===== src/include/spime_defs.vh =====
// constants for the spi master engine
`ifndef SPIME_DEFS_VH
`define SPIME_DEFS_VH
`define SPIME_FLAG_FLOAT      0
`define SPIME_FLAG_END        1
`define SPIME_FLAG_INPUT      2
`define SPIME_FLAG_CS_POL     3
`define SPIME_FLAG_CLK_POL    4
`define SPIME_FLAG_CLK_PHASE  5
`define SPIME_FLAG_LSB_FIRST  6
`define SPIME_FLAG_HALF_DPX   7
`define SPIME_FLAGS_RESET     8'h00
`define SPIME_DIV_MIN         9'h002
`define SPIME_DIV_MAX         9'h101
`define SPIME_DIV_RESET       9'h002
`define SPIME_LEN_RESET       6'h08
`define SPIME_ST_IDLE         2'h0
`define SPIME_ST_LEAD         2'h1
`define SPIME_ST_TRAIL        2'h2
`define SPIME_ST_TAIL         2'h3
// input synchroniser depth: the last sampled bit needs this many clocks
`define SPIME_SYNC_TAIL       9'h002
`endif


===== src/logic/spime_top.v =====
// spi master engine for one port group, registers as plain ports
// Operation
// - config is loaded first; each data write while idle starts a transfer with it
// - read data is offered only when the capture flag was set
// - float flag puts every driven spi pin into high impedance
// - end flag makes the next transfer the last; chip select then drops
// - capture flag delivers shifted-in bits as an event after transfer
// - chip-select polarity flag sets the asserted level of selects
// - clock polarity flag sets the idle level of the serial clock
// - phase set: sample on trailing edge, change on leading; clear: swapped
// - lsb-first flag sends bit zero first, otherwise msb first
// - three-wire flag uses one shared data line for both directions
// - serial clock is the core clock divided by 2 through 257
// - msb-first shifting starts from bit 31 of the data word
// - config holds length in bits, divisor and one select bit per slave
// - port acts as spi master only in its spi build variant
`include "spime_defs.vh"
module spime_top #(
    parameter          SPI_VARIANT = 1,
    parameter integer  NUM_CS      = 3
) (
    input  wire              CLK,
    input  wire              RST,
    input  wire              CFG_WRITE,
    input  wire [7:0]        CFG_FLAGS,
    input  wire [5:0]        CFG_LENGTH,
    input  wire [8:0]        CFG_DIV,
    input  wire [NUM_CS-1:0] CFG_CS,
    input  wire              DATA_WRITE,
    input  wire [31:0]       DATA_IN,
    output wire              DATA_READY,
    output reg               RX_VALID,
    output reg  [31:0]       RX_DATA,
    output wire              BUSY,
    output wire              SCK_O,
    output wire              SCK_OE,
    output wire [NUM_CS-1:0] CS_O,
    output wire [NUM_CS-1:0] CS_OE,
    output wire              MOSI_O,
    output wire              MOSI_OE,
    input  wire              MOSI_I,
    input  wire              MISO_I,
    input  wire [7:0]        DIO_O,
    input  wire [7:0]        DIO_OE,
    output wire [7:0]        PIN_O,
    output wire [7:0]        PIN_OE
);
    // ********************************
    // configuration and state
    // ********************************
    reg [7:0]        flags;
    reg [5:0]        length;
    reg [8:0]        div;
    reg [NUM_CS-1:0] cs_mask;
    reg [1:0]        state;
    reg [31:0]       shreg;
    reg [5:0]        bits_left;
    reg [8:0]        cnt;
    reg              sck;
    reg              cs_active;
    reg              last_flag;
    reg              capture;
    reg              mosi_s1;
    reg              mosi_s2;
    reg              miso_s1;
    reg              miso_s2;
    reg              out_q;
    reg [31:0]       rx_sh;
    reg [1:0]        samp_p;
    wire             lsb = flags[`SPIME_FLAG_LSB_FIRST];
    wire             half = flags[`SPIME_FLAG_HALF_DPX];
    wire             cpha = flags[`SPIME_FLAG_CLK_PHASE];
    wire             cpol = flags[`SPIME_FLAG_CLK_POL];
    wire             din = half ? mosi_s2 : miso_s2;
    wire [8:0]       half_lo = {1'b0, div[8:1]};
    wire [8:0]       half_hi = div - half_lo;
    wire             tick = (cnt == 9'h001);
    // first half-period: ends with sample when phase clear
    wire             lead_sample = ~cpha;
    wire             sample_now = tick && (lead_sample
                         ? (state == `SPIME_ST_LEAD)
                         : (state == `SPIME_ST_TRAIL));

    assign BUSY = (state != `SPIME_ST_IDLE);
    assign DATA_READY = ~BUSY;

    function [8:0] clamp_div;
        input [8:0] d;
        begin
            if (d < `SPIME_DIV_MIN)
                clamp_div = `SPIME_DIV_MIN;
            else if (d > `SPIME_DIV_MAX)
                clamp_div = `SPIME_DIV_MAX;
            else
                clamp_div = d;
        end
    endfunction

    function [31:0] shift_in;
        input [31:0] s;
        input        b;
        input        l;
        begin
            shift_in = l ? {b, s[31:1]} : {s[30:0], b};
        end
    endfunction

    function head_of;
        input [31:0] s;
        input        l;
        begin
            head_of = l ? s[0] : s[31];
        end
    endfunction

    // ********************************
    // input synchronisers
    // ********************************
    always @(posedge CLK)
    begin
        mosi_s1 <= MOSI_I;
        mosi_s2 <= mosi_s1;
        miso_s1 <= MISO_I;
        miso_s2 <= miso_s1;
    end

    // ********************************
    // transfer engine
    // ********************************
    always @(posedge CLK)
    begin
        if (RST)
        begin
            flags     <= `SPIME_FLAGS_RESET;
            length    <= `SPIME_LEN_RESET;
            div       <= `SPIME_DIV_RESET;
            cs_mask   <= {NUM_CS{1'b0}};
            state     <= `SPIME_ST_IDLE;
            shreg     <= 32'h0000_0000;
            bits_left <= 6'h00;
            cnt       <= 9'h000;
            sck       <= 1'b0;
            cs_active <= 1'b0;
            last_flag <= 1'b0;
            capture   <= 1'b0;
            RX_VALID  <= 1'b0;
            RX_DATA   <= 32'h0000_0000;
            out_q     <= 1'b0;
            rx_sh     <= 32'h0000_0000;
            samp_p    <= 2'h0;
        end
        else
        begin
            RX_VALID <= 1'b0;
            samp_p   <= {samp_p[0], sample_now};
            // the synchroniser holds each slave bit back two clocks
            if (samp_p[1])
                rx_sh <= shift_in(rx_sh, din, lsb);
            if (CFG_WRITE && !BUSY)
            begin
                flags   <= CFG_FLAGS;
                length  <= (CFG_LENGTH == 6'h00) ? 6'h20 : CFG_LENGTH;
                div     <= clamp_div(CFG_DIV);
                cs_mask <= CFG_CS;
            end
            case (state)
            `SPIME_ST_IDLE:
            begin
                sck <= cpol;
                if (DATA_WRITE && SPI_VARIANT != 0)
                begin
                    shreg     <= DATA_IN;
                    out_q     <= head_of(DATA_IN, lsb);
                    rx_sh     <= 32'h0000_0000;
                    bits_left <= length;
                    last_flag <= flags[`SPIME_FLAG_END];
                    capture   <= flags[`SPIME_FLAG_INPUT];
                    cs_active <= 1'b1;
                    cnt       <= half_hi;
                    state     <= `SPIME_ST_LEAD;
                end
            end
            `SPIME_ST_LEAD:
            begin
                if (tick)
                begin
                    sck   <= ~cpol;
                    cnt   <= half_lo;
                    state <= `SPIME_ST_TRAIL;
                    if (lead_sample)
                        shreg <= shift_in(shreg, 1'b0, lsb);
                    else
                        out_q <= head_of(shreg, lsb);
                end
                else
                    cnt <= cnt - 9'h001;
            end
            `SPIME_ST_TRAIL:
            begin
                if (tick)
                begin
                    sck <= cpol;
                    if (lead_sample)
                        out_q <= head_of(shreg, lsb);
                    else
                        shreg <= shift_in(shreg, 1'b0, lsb);
                    if (bits_left == 6'h01)
                    begin
                        cnt   <= `SPIME_SYNC_TAIL;
                        state <= `SPIME_ST_TAIL;
                    end
                    else
                    begin
                        bits_left <= bits_left - 6'h01;
                        cnt       <= half_hi;
                        state     <= `SPIME_ST_LEAD;
                    end
                end
                else
                    cnt <= cnt - 9'h001;
            end
            // select and idle clock hold until the last bit is through
            `SPIME_ST_TAIL:
            begin
                if (tick)
                begin
                    state <= `SPIME_ST_IDLE;
                    if (last_flag)
                        cs_active <= 1'b0;
                    if (capture)
                    begin
                        RX_VALID <= 1'b1;
                        RX_DATA  <= samp_p[1] ? shift_in(rx_sh, din, lsb)
                            : rx_sh;
                    end
                end
                else
                    cnt <= cnt - 9'h001;
            end
            default:
                state <= `SPIME_ST_IDLE;
            endcase
        end
    end

    // ********************************
    // pin drive
    // ********************************
    // output bit moves on the change edge and when a transfer loads, never where the slave samples
    wire   out_bit = out_q;
    wire   drive   = (SPI_VARIANT != 0) && !flags[`SPIME_FLAG_FLOAT];
    wire   cs_lvl  = flags[`SPIME_FLAG_CS_POL];
    wire   rx_phase = half && capture && BUSY;
    assign SCK_O   = sck;
    assign SCK_OE  = drive;
    assign CS_O    = (cs_active ? cs_mask : {NUM_CS{1'b0}})
                     ^ {NUM_CS{~cs_lvl}};
    assign CS_OE   = {NUM_CS{drive}};
    assign MOSI_O  = out_bit;
    // three-wire capture releases the shared line for the slave
    assign MOSI_OE = drive && !rx_phase;
    assign PIN_O   = (SPI_VARIANT != 0) ? 8'h00 : DIO_O;
    assign PIN_OE  = (SPI_VARIANT != 0) ? 8'h00 : DIO_OE;
endmodule


===== config.mk =====
export PLATFORM = sky130hd
export DESIGN_NAME = spime_top
export DESIGN_NICKNAME = d
export VERILOG_FILES = /design/src/logic/spime_top.v
export VERILOG_INCLUDE_DIRS = /design/src /design/src/include
export SDC_FILE = /design/constraint.sdc
export NUM_CORES = 1
export LEC_CHECK = 0
export ABC_AREA = 1
export BUFFER_PORTS_ARGS = -buffer_cell sky130_fd_sc_hd__buf_2
export CORE_ASPECT_RATIO = 0.9
export CORE_MARGIN = 1.5
export CORE_UTILIZATION = 60
export CTS_BUF_LIST = sky130_fd_sc_hd__clkbuf_16
export DETAILED_ROUTE_END_ITERATION = 8
export PLACE_DENSITY = 0.92
export SYNTH_ARGS = -nofsm -noshare
export SYNTH_HDL_FRONTEND = slang
export SYNTH_SLANG_ARGS = --single-unit

===== constraint.sdc =====
create_clock -name CLK -period 4 [get_ports CLK]
set_input_delay 0.4 -clock CLK [delete_from_list [all_inputs] [get_ports CLK]]
set_output_delay 0.4 -clock CLK [all_outputs]
set_load 0.05 [all_outputs]

# [Yosys cells after proc, flatten, opt, wreduce, memory -nomap -nowiden]
# Index checks and enable logic that the tools add are counted.
[totals] register_bits=151 latchBits=0 mem_bits_rw=0 romBits=0 input_bits=80 word_cells=121 mem_count=0
[classes] addsub=3 mul=0 div=0 magnitude_cmp=2 eq_ne=16 shift=0 muxes=49 n_bitwise=6 n_reduce_logical=24
[op_table] operator="two-way mux 32 bit" n=10
[op_table] operator="case mux 32 bit (3 select lines)" n=1
[op_table] operator="two-way mux 9 bit" n=7
[op_table] operator="case mux 9 bit (4 select lines)" n=1
[op_table] operator="two-way mux 6 bit" n=4
[op_table] operator="inequality test 2 bit (second input constant)" n=11
[op_table] operator="two-way mux 1 bit" n=15
[op_table] operator="case mux 6 bit (2 select lines)" n=1
[op_table] operator="AND reduction 4 bit" n=3
[op_table] operator="AND reduction 6 bit" n=2
[op_table] operator="two-way mux 2 bit" n=5
[op_table] operator="equality test 9 x 1 -> 1 bit (second input constant)" n=1
[op_table] operator="greater-than comparator 9 bit (second input constant)" n=1
[op_table] operator="< comparator 9 x 2 -> 1 bit (second input constant)" n=1
[op_table] operator="subtractor 9 x 1 -> 9 bit (second input constant)" n=1
[op_table] operator="subtractor 9 x 8 -> 9 bit" n=1
[op_table] operator="case mux 2 bit (4 select lines)" n=1
[op_table] operator="equality test 6 x 1 -> 1 bit (second input constant)" n=1
[op_table] operator="logical NOT 6 bit" n=1
[op_table] operator="case mux 1 bit (3 select lines)" n=2
[op_table] operator="AND reduction 3 bit" n=2
[op_table] operator="nonzero test 2 bit" n=3
[op_table] operator="subtractor 6 x 1 -> 6 bit (second input constant)" n=1
[op_table] operator="logical AND 1 bit" n=5
[op_table] operator="other kinds (11)" n=19

# [Longest topological paths before layout]
# Gate-level depths: netlist of the first run.
[logic_depth] word_depth=5 depth_mapped=13

# [Worst setup path before layout of the first run]
# OpenSTA, ideal clock, no wires.
[synth_timing] path_kind="flip-flop to output port" from="register state[0]" to="output port MOSI_OE" arrival_time_ps=2273 path_slack_ps=1327 stages_incl_launch_ff=7 path_cell_list="dfxtp_1 > inv_1 > ha_1 > buf_2 > inv_2 > buf_2 > a31oi_1"
[synth_between] elab_chain_len=4
[synth_lines] element="start: declaration" line_no="spime_top.v:55" text="reg [1:0] state;"
[synth_lines] element="start signal: assignment" line_no="spime_top.v:138" text="state <= `SPIME_ST_IDLE;"
[synth_lines] element="start signal: assignment" line_no="spime_top.v:180" text="state <= `SPIME_ST_LEAD;"
[synth_lines] element="start signal: assignment" line_no="spime_top.v:189" text="state <= `SPIME_ST_TRAIL;"
[synth_lines] element="nonzero test 2 bit (no line)"
[synth_lines] element="via BUSY" line_no="spime_top.v:34" text="output wire BUSY,"
[synth_lines] element="logical AND 1 bit" line_no="spime_top.v:253" text="wire rx_phase = half && capture && BUSY;"
[synth_lines] element="logical NOT 1 bit" line_no="spime_top.v:261" text="assign MOSI_OE = drive && !rx_phase;"
[synth_lines] element="logical AND 1 bit" line_no="spime_top.v:261"
[synth_lines] element="end: declaration" line_no="spime_top.v:40" text="output wire MOSI_OE,"
# The timed path passes the listed nets, and every way through them passes these cells.

# [Worst setup path in the final report of the first run]
[layout_timing] from="register state[0]" to="register shreg[1]"
[layout_between] elab_chain_len=3 word_cells_on_any_way=11 cone_classes="7 x eq/ne; 1 x mux; 3 x reduce/logical"
[layout_lines] element="equality test 2 x 1 -> 1 bit (tied with other cells)" line_no="spime_top.v:166" text="case (state)"
[layout_lines] element="inequality test 2 bit (no line) / nonzero test 3 bit (equally long branches)"
[layout_lines] element="AND reduction 6 bit (no line)"
[layout_lines] element="end signal: assignment" line_no="spime_top.v:191" text="shreg <= shift_in(shreg, 1'b0, lsb);"
[layout_lines] element="end signal: assignment" line_no="spime_top.v:206" text="shreg <= shift_in(shreg, 1'b0, lsb);"
[layout_lines] element="end: declaration" line_no="spime_top.v:56" text="reg [31:0] shreg;"
# Several ways; a longest one is shown, not always the timed one.
# A chain may end at the register's enable or synchronous reset.

==> results of run 1 <==
==> per-stage QoR <==
stage	area (µm²)	cells
2_1_floorplan	7640	1126
3_3_place_gp	7980	1316
3_5_place_dp	7980	1316
4_1_cts	8510	1348
5_1_grt	8510	1348
6_report	8510	1348
==> placed cells by master, fill, tap and decap left out, types with 3 or more instances in the layout <==
| master | n |
|---|---|
| inv_6 | 6 |
| dfxtp_1 | 150 |
| or2_2 | 3 |
| nand2_2 | 3 |
| inv_2 | 12 |
| xor2_1 | 14 |
| buf_4 | 6 |
| o211ai_1 | 11 |
| nand2_4 | 5 |
| inv_1 | 81 |
| o21ai_0 | 155 |
| conb_1 | 16 |
| ha_1 | 15 |
| nand2_1 | 229 |
| a31oi_1 | 3 |
| o21a_1 | 3 |
| nand4_1 | 4 |
| nand3_1 | 66 |
| clkbuf_16 | 17 |
| nor3_1 | 5 |
| buf_2 | 108 |
| clkinv_1 | 7 |
| nor2_1 | 151 |
| a21oi_1 | 93 |
==> area by class of cell <==
class / count / area, µm²
Clock buffer: 17 / 425
Clock inverter: 15 / 103
Fill cell: 1013 / 3660
Inverter: 96 / 360
Multi-Input combinational cell: 795 / 3810
Sequential cell: 151 / 3020
Tap cell: 160 / 200
Timing Repair Buffer: 114 / 586
==> per-layer routing <==
layer	vias to the layer above	track usage	part of all wire
li1	3701	-	-
met1	3362	0.339	0.45
met2	271	0.444	0.47
met3	28	0.0602	0.069
met4	0	0.0891	0.013
met5	-	0	0
==> worst max-delay path, cell delays in order (launching register included) <==
cell,delay (ns)
dfxtp_1,0.38
inv_1,0.10
ha_1,0.34
inv_1,0.33
o21ai_0,0.20
nor3_4,0.20
buf_4,0.53
o21ai_0,0.18
nand2_1,0.09
nor2_1,0.04
==> cell families (layout without fill, tap and decap cells) <==
logic type,Yosys count,after routing,share of synthesized area
buffers and inverters,180,242,0.106
flip-flops,151,151,0.399
adder cells (fa/ha/maj),17,17,0.0291
AND/OR/NAND/NOR,474,474,0.260
other,1,16,0.000495
XOR/XNOR,15,15,0.0173
AO/OA/AOI/OAI,273,273,0.188
==> worst paths after layout <==
check / startpoint / end / slack (ns) / depth (start not counted)
setup / recovery: state[0] / shreg[1] / 1.47 / 9
hold / removal: MOSI_I / mosi_s1 / 0.08 / 1
setup reg to reg: state[0] / shreg[1] / 1.47 / 9
hold reg to reg: mosi_s1 / mosi_s2 / 0.33 / 0
==> flip-flops by register name, indices dropped and copies added, names as in the netlist, 2 cells and up <==
register	flops
RX_DATA	32
rx_sh	32
shreg	32
cnt	9
div	9
flags	8
bits_left	6
length	6
cs_mask	3
samp_p	2
state	2
==> power groups by stage <==
stage | clock network, mW | logic, mW | registers, mW
floorplan | 0 | 2.35 | 2.01
global placement | 0 | 2.63 | 2.02
detailed placement | 0 | 2.72 | 2.03
CTS | 1.45 | 2.77 | 2.00
global route | 1.52 | 3.14 | 2.05
finish | 1.44 | 2.80 | 2.01
==> impl_metrics.csv, run 1 <==
group,metric,value,unit
sta,finalCriticalPeriod,2.53,ns
synthesis,synth-seq-cells,151,
cts,insertion_delay,0.42,ns
pwr,swShare,0.442,
cts,cts_root_buffer,"clkbuf_16",
synthesis,synthTopCellsByArea,"dfxtp_1 40%, nand2_1 11%, o21ai_0 10%",
synthesis,synth_seq_area_share,0.399,
cts,clock_sinks,151,
grt,grt_max_degree,73,
placed_design,gp_congestion,0.916,
route,routedWlPerCell,13.0,µm
synthesis,synthArstFlopShare,0,
cts,clk_path_buf_depth,2,
critical_path,path_class,"flop to flop",
synthesis,yosysWarnings,0,
synthesis,netlist_area,0.00758,mm²
cts,cts_max_level,4,
pwr,sequentialPowerShare,0.322,
critical_path,cp.arrival,2.84,ns
synthesis,synth-edff-count,0,
pwr,clockPowerShare,0.230,
floorplanning,rows,38,
sta,slew_headroom,0.264,
synthesis,avgSynthCellArea,6.82,µm²
placed_design,dp_hpwl,11.1,mm
route,drt_first_pass_iters,5,
route,dr.first_iter.drc_count,633,
pwr,p_sw,2.76,mW
placed_design,io_buffers,108,
sta,timing.hold.ws,0.0816,ns
floorplanning,start_util,0.623,
critical_path,worst_setup_path_end_kind,"flop",
critical_path,critPathMaxFanout,64,
floorplanning,die_w,121,µm
synthesis,synthCells,1111,
layout,drive_gt1_frac,0.144,
route,num_vias,7362,
sta,fmax,396,MHz
pwr,ir_drop,448,µV
pwr,p_leak,3.72,nW
worst_hold_path,hp-class,"input pin to flop",
grt,overflow,0,
critical_path,startpoint_type,"flop",
synthesis,synth_most_common_cell,"nand2_1",
critical_path,worstPathRequired,4.31,ns
synthesis,synth_top_area_frac,0.399,
layout,diodes,0,
grt,grt_usage,0.265,
layout,syn_to_final_growth,12.3,%
pwr,comb_power_share,0.448,
grt,antenna_found_initial,0,
grt,grt_pass1_wl,28.3,mm
route,drc_errors,0,
cts,postCtsHoldBufs,0,
route,ant_nets,0,
synthesis,synthTopCellsByCount,"229 x nand2_1, 155 x o21ai_0, 151 x dfxtp_1, 151 x nor2_1, 93 x a21oi_1",
layout,final_core_util,0.699,
flow_run,cap_violations,0,
sta,tns,0,ns
sta,setup_violations,0,
sta,worst_pin_slew,1.10,ns
floorplanning,coreArea,0.0122,mm²
cts,cts_tree,"yes",
synthesis,synth_top_cell_by_area,"dfxtp_1",
pwr,p_total,6.25,mW
floorplanning,die_area,0.0133,mm²
pwr,internal_power,3.49,mW
cts,cts_buffers,17,
synthesis,ys.flop_type,"dfxtp_1",
layout,nNetsFinal,1272,
sta,slew_violations,0,
grt,grt_pass1_vias,6286,
placed_design,pre_cts_slack,1.57,ns
sta,skew,0.00830,ns
sta,fin_crit_sh,0.632,
status,status,"finished, final reports clean",
cts,ctsResizeCount,0,
synthesis,yosysUniqueCellTypes,41,
cts,post_cts_buffers,0,
floorplanning,ios,141,
sta,rsz0062_at_grt,"no",
route,via_per_inst,5.46,
sta,fin_ws,1.47,ns
cts,clkTransAtPathRegs,0.06,ns
floorplanning,dieHeight,110,µm
route,drt_wl_total,17.5,mm
sta,finalHoldViolCount,0,
pwr,p_per_area,734,mW/mm²
(Power assumes the default switching activity.)
==> run 2, diff against run 1 <==
--- a/config.mk
+++ b/config.mk
@@ -10,10 +10,10 @@
 export BUFFER_PORTS_ARGS = -buffer_cell sky130_fd_sc_hd__buf_2
 export CORE_ASPECT_RATIO = 0.9
 export CORE_MARGIN = 1.5
-export CORE_UTILIZATION = 60
+export CORE_UTILIZATION = 56
 export CTS_BUF_LIST = sky130_fd_sc_hd__clkbuf_16
 export DETAILED_ROUTE_END_ITERATION = 8
-export PLACE_DENSITY = 0.92
+export PLACE_DENSITY = 0.87
 export SYNTH_ARGS = -nofsm -noshare
 export SYNTH_HDL_FRONTEND = slang
 export SYNTH_SLANG_ARGS = --single-unit
==> constraint.sdc (replaced) <==
create_clock -name CLK -period 2.4 [get_ports CLK]
set_input_delay 0.24 -clock CLK [delete_from_list [all_inputs] [get_ports CLK]]
set_output_delay 0.24 -clock CLK [all_outputs]
set_load 0.05 [all_outputs]
==> run 2 against run 1 <==
Setup slack lost 1.1 ns; first-iteration DRC count grew 3.5%; sequential power grew 67%; final cell count grew 1.3%; register-to-register slack lost 1.1 ns; sequential share of layout area shrank 0.67 points; power grew 68%; fmax grew 26%; critical path type unchanged.
==> impl_metrics.csv, run 2 (synthesis results as in run 1) <==
group,metric,value,unit
critical_path,cp-startpoint,"state[0]",
flow_run,cap_violations,0,
layout,final_common_cell,"nand2_1",
pwr,p_per_area,1210,mW/mm²
pwr,clockPowerShare,0.228,
critical_path,startpoint_type,"flop",
sta,finalCriticalPeriod,2.01,ns
route,drt_wl_total,17.3,mm
route,via_per_inst,5.31,
route,drc_errors,0,
critical_path,worstPathRequired,2.69,ns
floorplanning,ios,141,
status,status,"finished, final reports clean",
cts,cts_max_level,4,
grt,grt_usage,0.251,
critical_path,worst_setup_path_end_kind,"flop",
layout,post-route-cell-area,0.00867,mm²
placed_design,place_area,0.00812,mm²
placed_design,io_buffers,108,
cts,cts_tree,"yes",
cts,clk_path_buf_depth,2,
grt,grt_max_degree,65,
route,num_vias,7252,
sta,slew_headroom,0.573,
pwr,p_leak,3.78,nW
placed_design,dp.cells,1332,
route,drt_first_pass_iters,5,
grt,overflow,0,
route,ant_nets,0,
route,routedWlPerCell,12.7,µm
layout,nNetsFinal,1282,
critical_path,path_class,"flop to flop",
worst_hold_path,worstHoldStart,"CFG_FLAGS[4]",
worst_hold_path,hp-class,"input pin to flop",
floorplanning,die_area,0.0142,mm²
cts,insertion_delay,0.42,ns
layout,diodes,0,
sta,setup_violations,0,
sta,finalHoldViolCount,0,
floorplanning,coreArea,0.0133,mm²
layout,syn_to_final_growth,14.4,%
critical_path,cp.arrival,2.30,ns
pwr,swShare,0.435,
critical_path,rrSetupSlack,0.39,ns
sta,worst_pin_slew,0.640,ns
layout,final_cell_mix,"229 x nand2_1, 155 x o21ai_0, 151 x nor2_1",
floorplanning,die_w,126,µm
grt,grt_pass1_vias,6483,
cts,clkTransAtPathRegs,0.06,ns
critical_path,r2r-start,"state[0]",
pwr,p_sw,4.57,mW
pwr,ir_drop,788,µV
layout,drive_gt1_frac,0.150,
pwr,sequentialPowerShare,0.320,
sta,skew,0.0125,ns
sta,fmax,498,MHz
pwr,internal_power,5.94,mW
layout,multi_input_area,0.00382,mm²
floorplanning,dieHeight,113,µm
cts,cts_root_buffer,"clkbuf_16",
pwr,comb_power_share,0.452,
grt,antenna_found_initial,0,
placed_design,dp_hpwl,11.6,mm
sta,fin_crit_sh,0.837,
cts,clock_sinks,151,
sta,slew_violations,0,
grt,grt_pass1_wl,29.5,mm
cts,cts_buffers,17,
layout,fillers,1132,
layout,seqCellArea,0.00302,mm²
route,dr.first_iter.drc_count,655,
placed_design,gp_congestion,0.885,
sta,rsz0062_at_grt,"no",
floorplanning,rows,40,
floorplanning,start_util,0.572,
sta,tns,0,ns
layout,stdcell_count,1366,
layout,reg_top3,"RX_DATA: 32 flops, rx_sh: 32 flops, shreg: 32 flops",
critical_path,critPathMaxFanout,12,
-- run 2: cell types whose count changed in the layout (fill, tap and decap cells not counted) --
cell           delta
clkinv_1          -2
buf_12            +5
buf_4             +3
dlygate4sd3_1     +2
inv_1             +2
clkinv_2          -2
a31oi_1           -1
clkinvlp_4        +3
inv_6             -2
clkinv_4          +1
a31oi_2           +1
-- run 2: worst paths after layout --
path,depth (start not counted),endpoint
worst max-delay path,8,bits_left[1]
worst min-delay path,3,flags[4]
worst max register to register,8,bits_left[1]
worst min register to register,0,mosi_s2
-- run 2: final cells by class --
class,count,share of cell area
clock buffer,17,0.0490
clock inverter,15,0.0123
inverter,96,0.0415
multi-input combinational,795,0.440
sequential,151,0.349
tap,168,0.0242
timing repair buffer,124,0.0840
-- run 2: layer usage --
metal,vias to the layer above,global-route usage,share of wire
li1,3729,-,-
met5,-,0,0
met2,206,0.403,0.47
met1,3287,0.327,0.45
met4,0,0.0864,0.017
met3,30,0.0689,0.060
-- run 2: worst max-delay path: stages, from the launching register on --
cell	delay [ns]
dfxtp_1	0.36
inv_1	0.09
ha_2	0.20
inv_2	0.20
nor2_1	0.12
inv_2	0.11
nand4_1	0.41
o21ai_0	0.32
a21oi_1	0.07
-- run 2: timing repair --
item	CTS	global route
hold buffers	2	0
endpoints found under the hold margin	2	0
resized for setup	0	0
buffers inserted	0	0
-- run 2: power by group through the flow --
stage	clock [mW]	sequential [mW]	combinational [mW]
finish	2.40	3.36	4.75
global placement	0	3.38	4.56
global route	2.55	3.42	5.43
floorplan	0	3.35	3.92
detailed placement	0	3.40	4.70
CTS	2.44	3.35	4.75
-- run 2: per-stage QoR --
stage	total power, mW	setup WS, ns	hold slack, ns	utilization
2_1_floorplan	7.28	0.182	0.268	-
4_1_cts	10.5	0.405	0.0641	0.654
3_3_place_gp	7.94	0.463	0.310	0.612
3_5_place_dp	8.11	0.418	0.312	0.612
5_1_grt	11.4	0.184	0.0773	0.654
6_report	10.5	0.390	0.0777	0.654
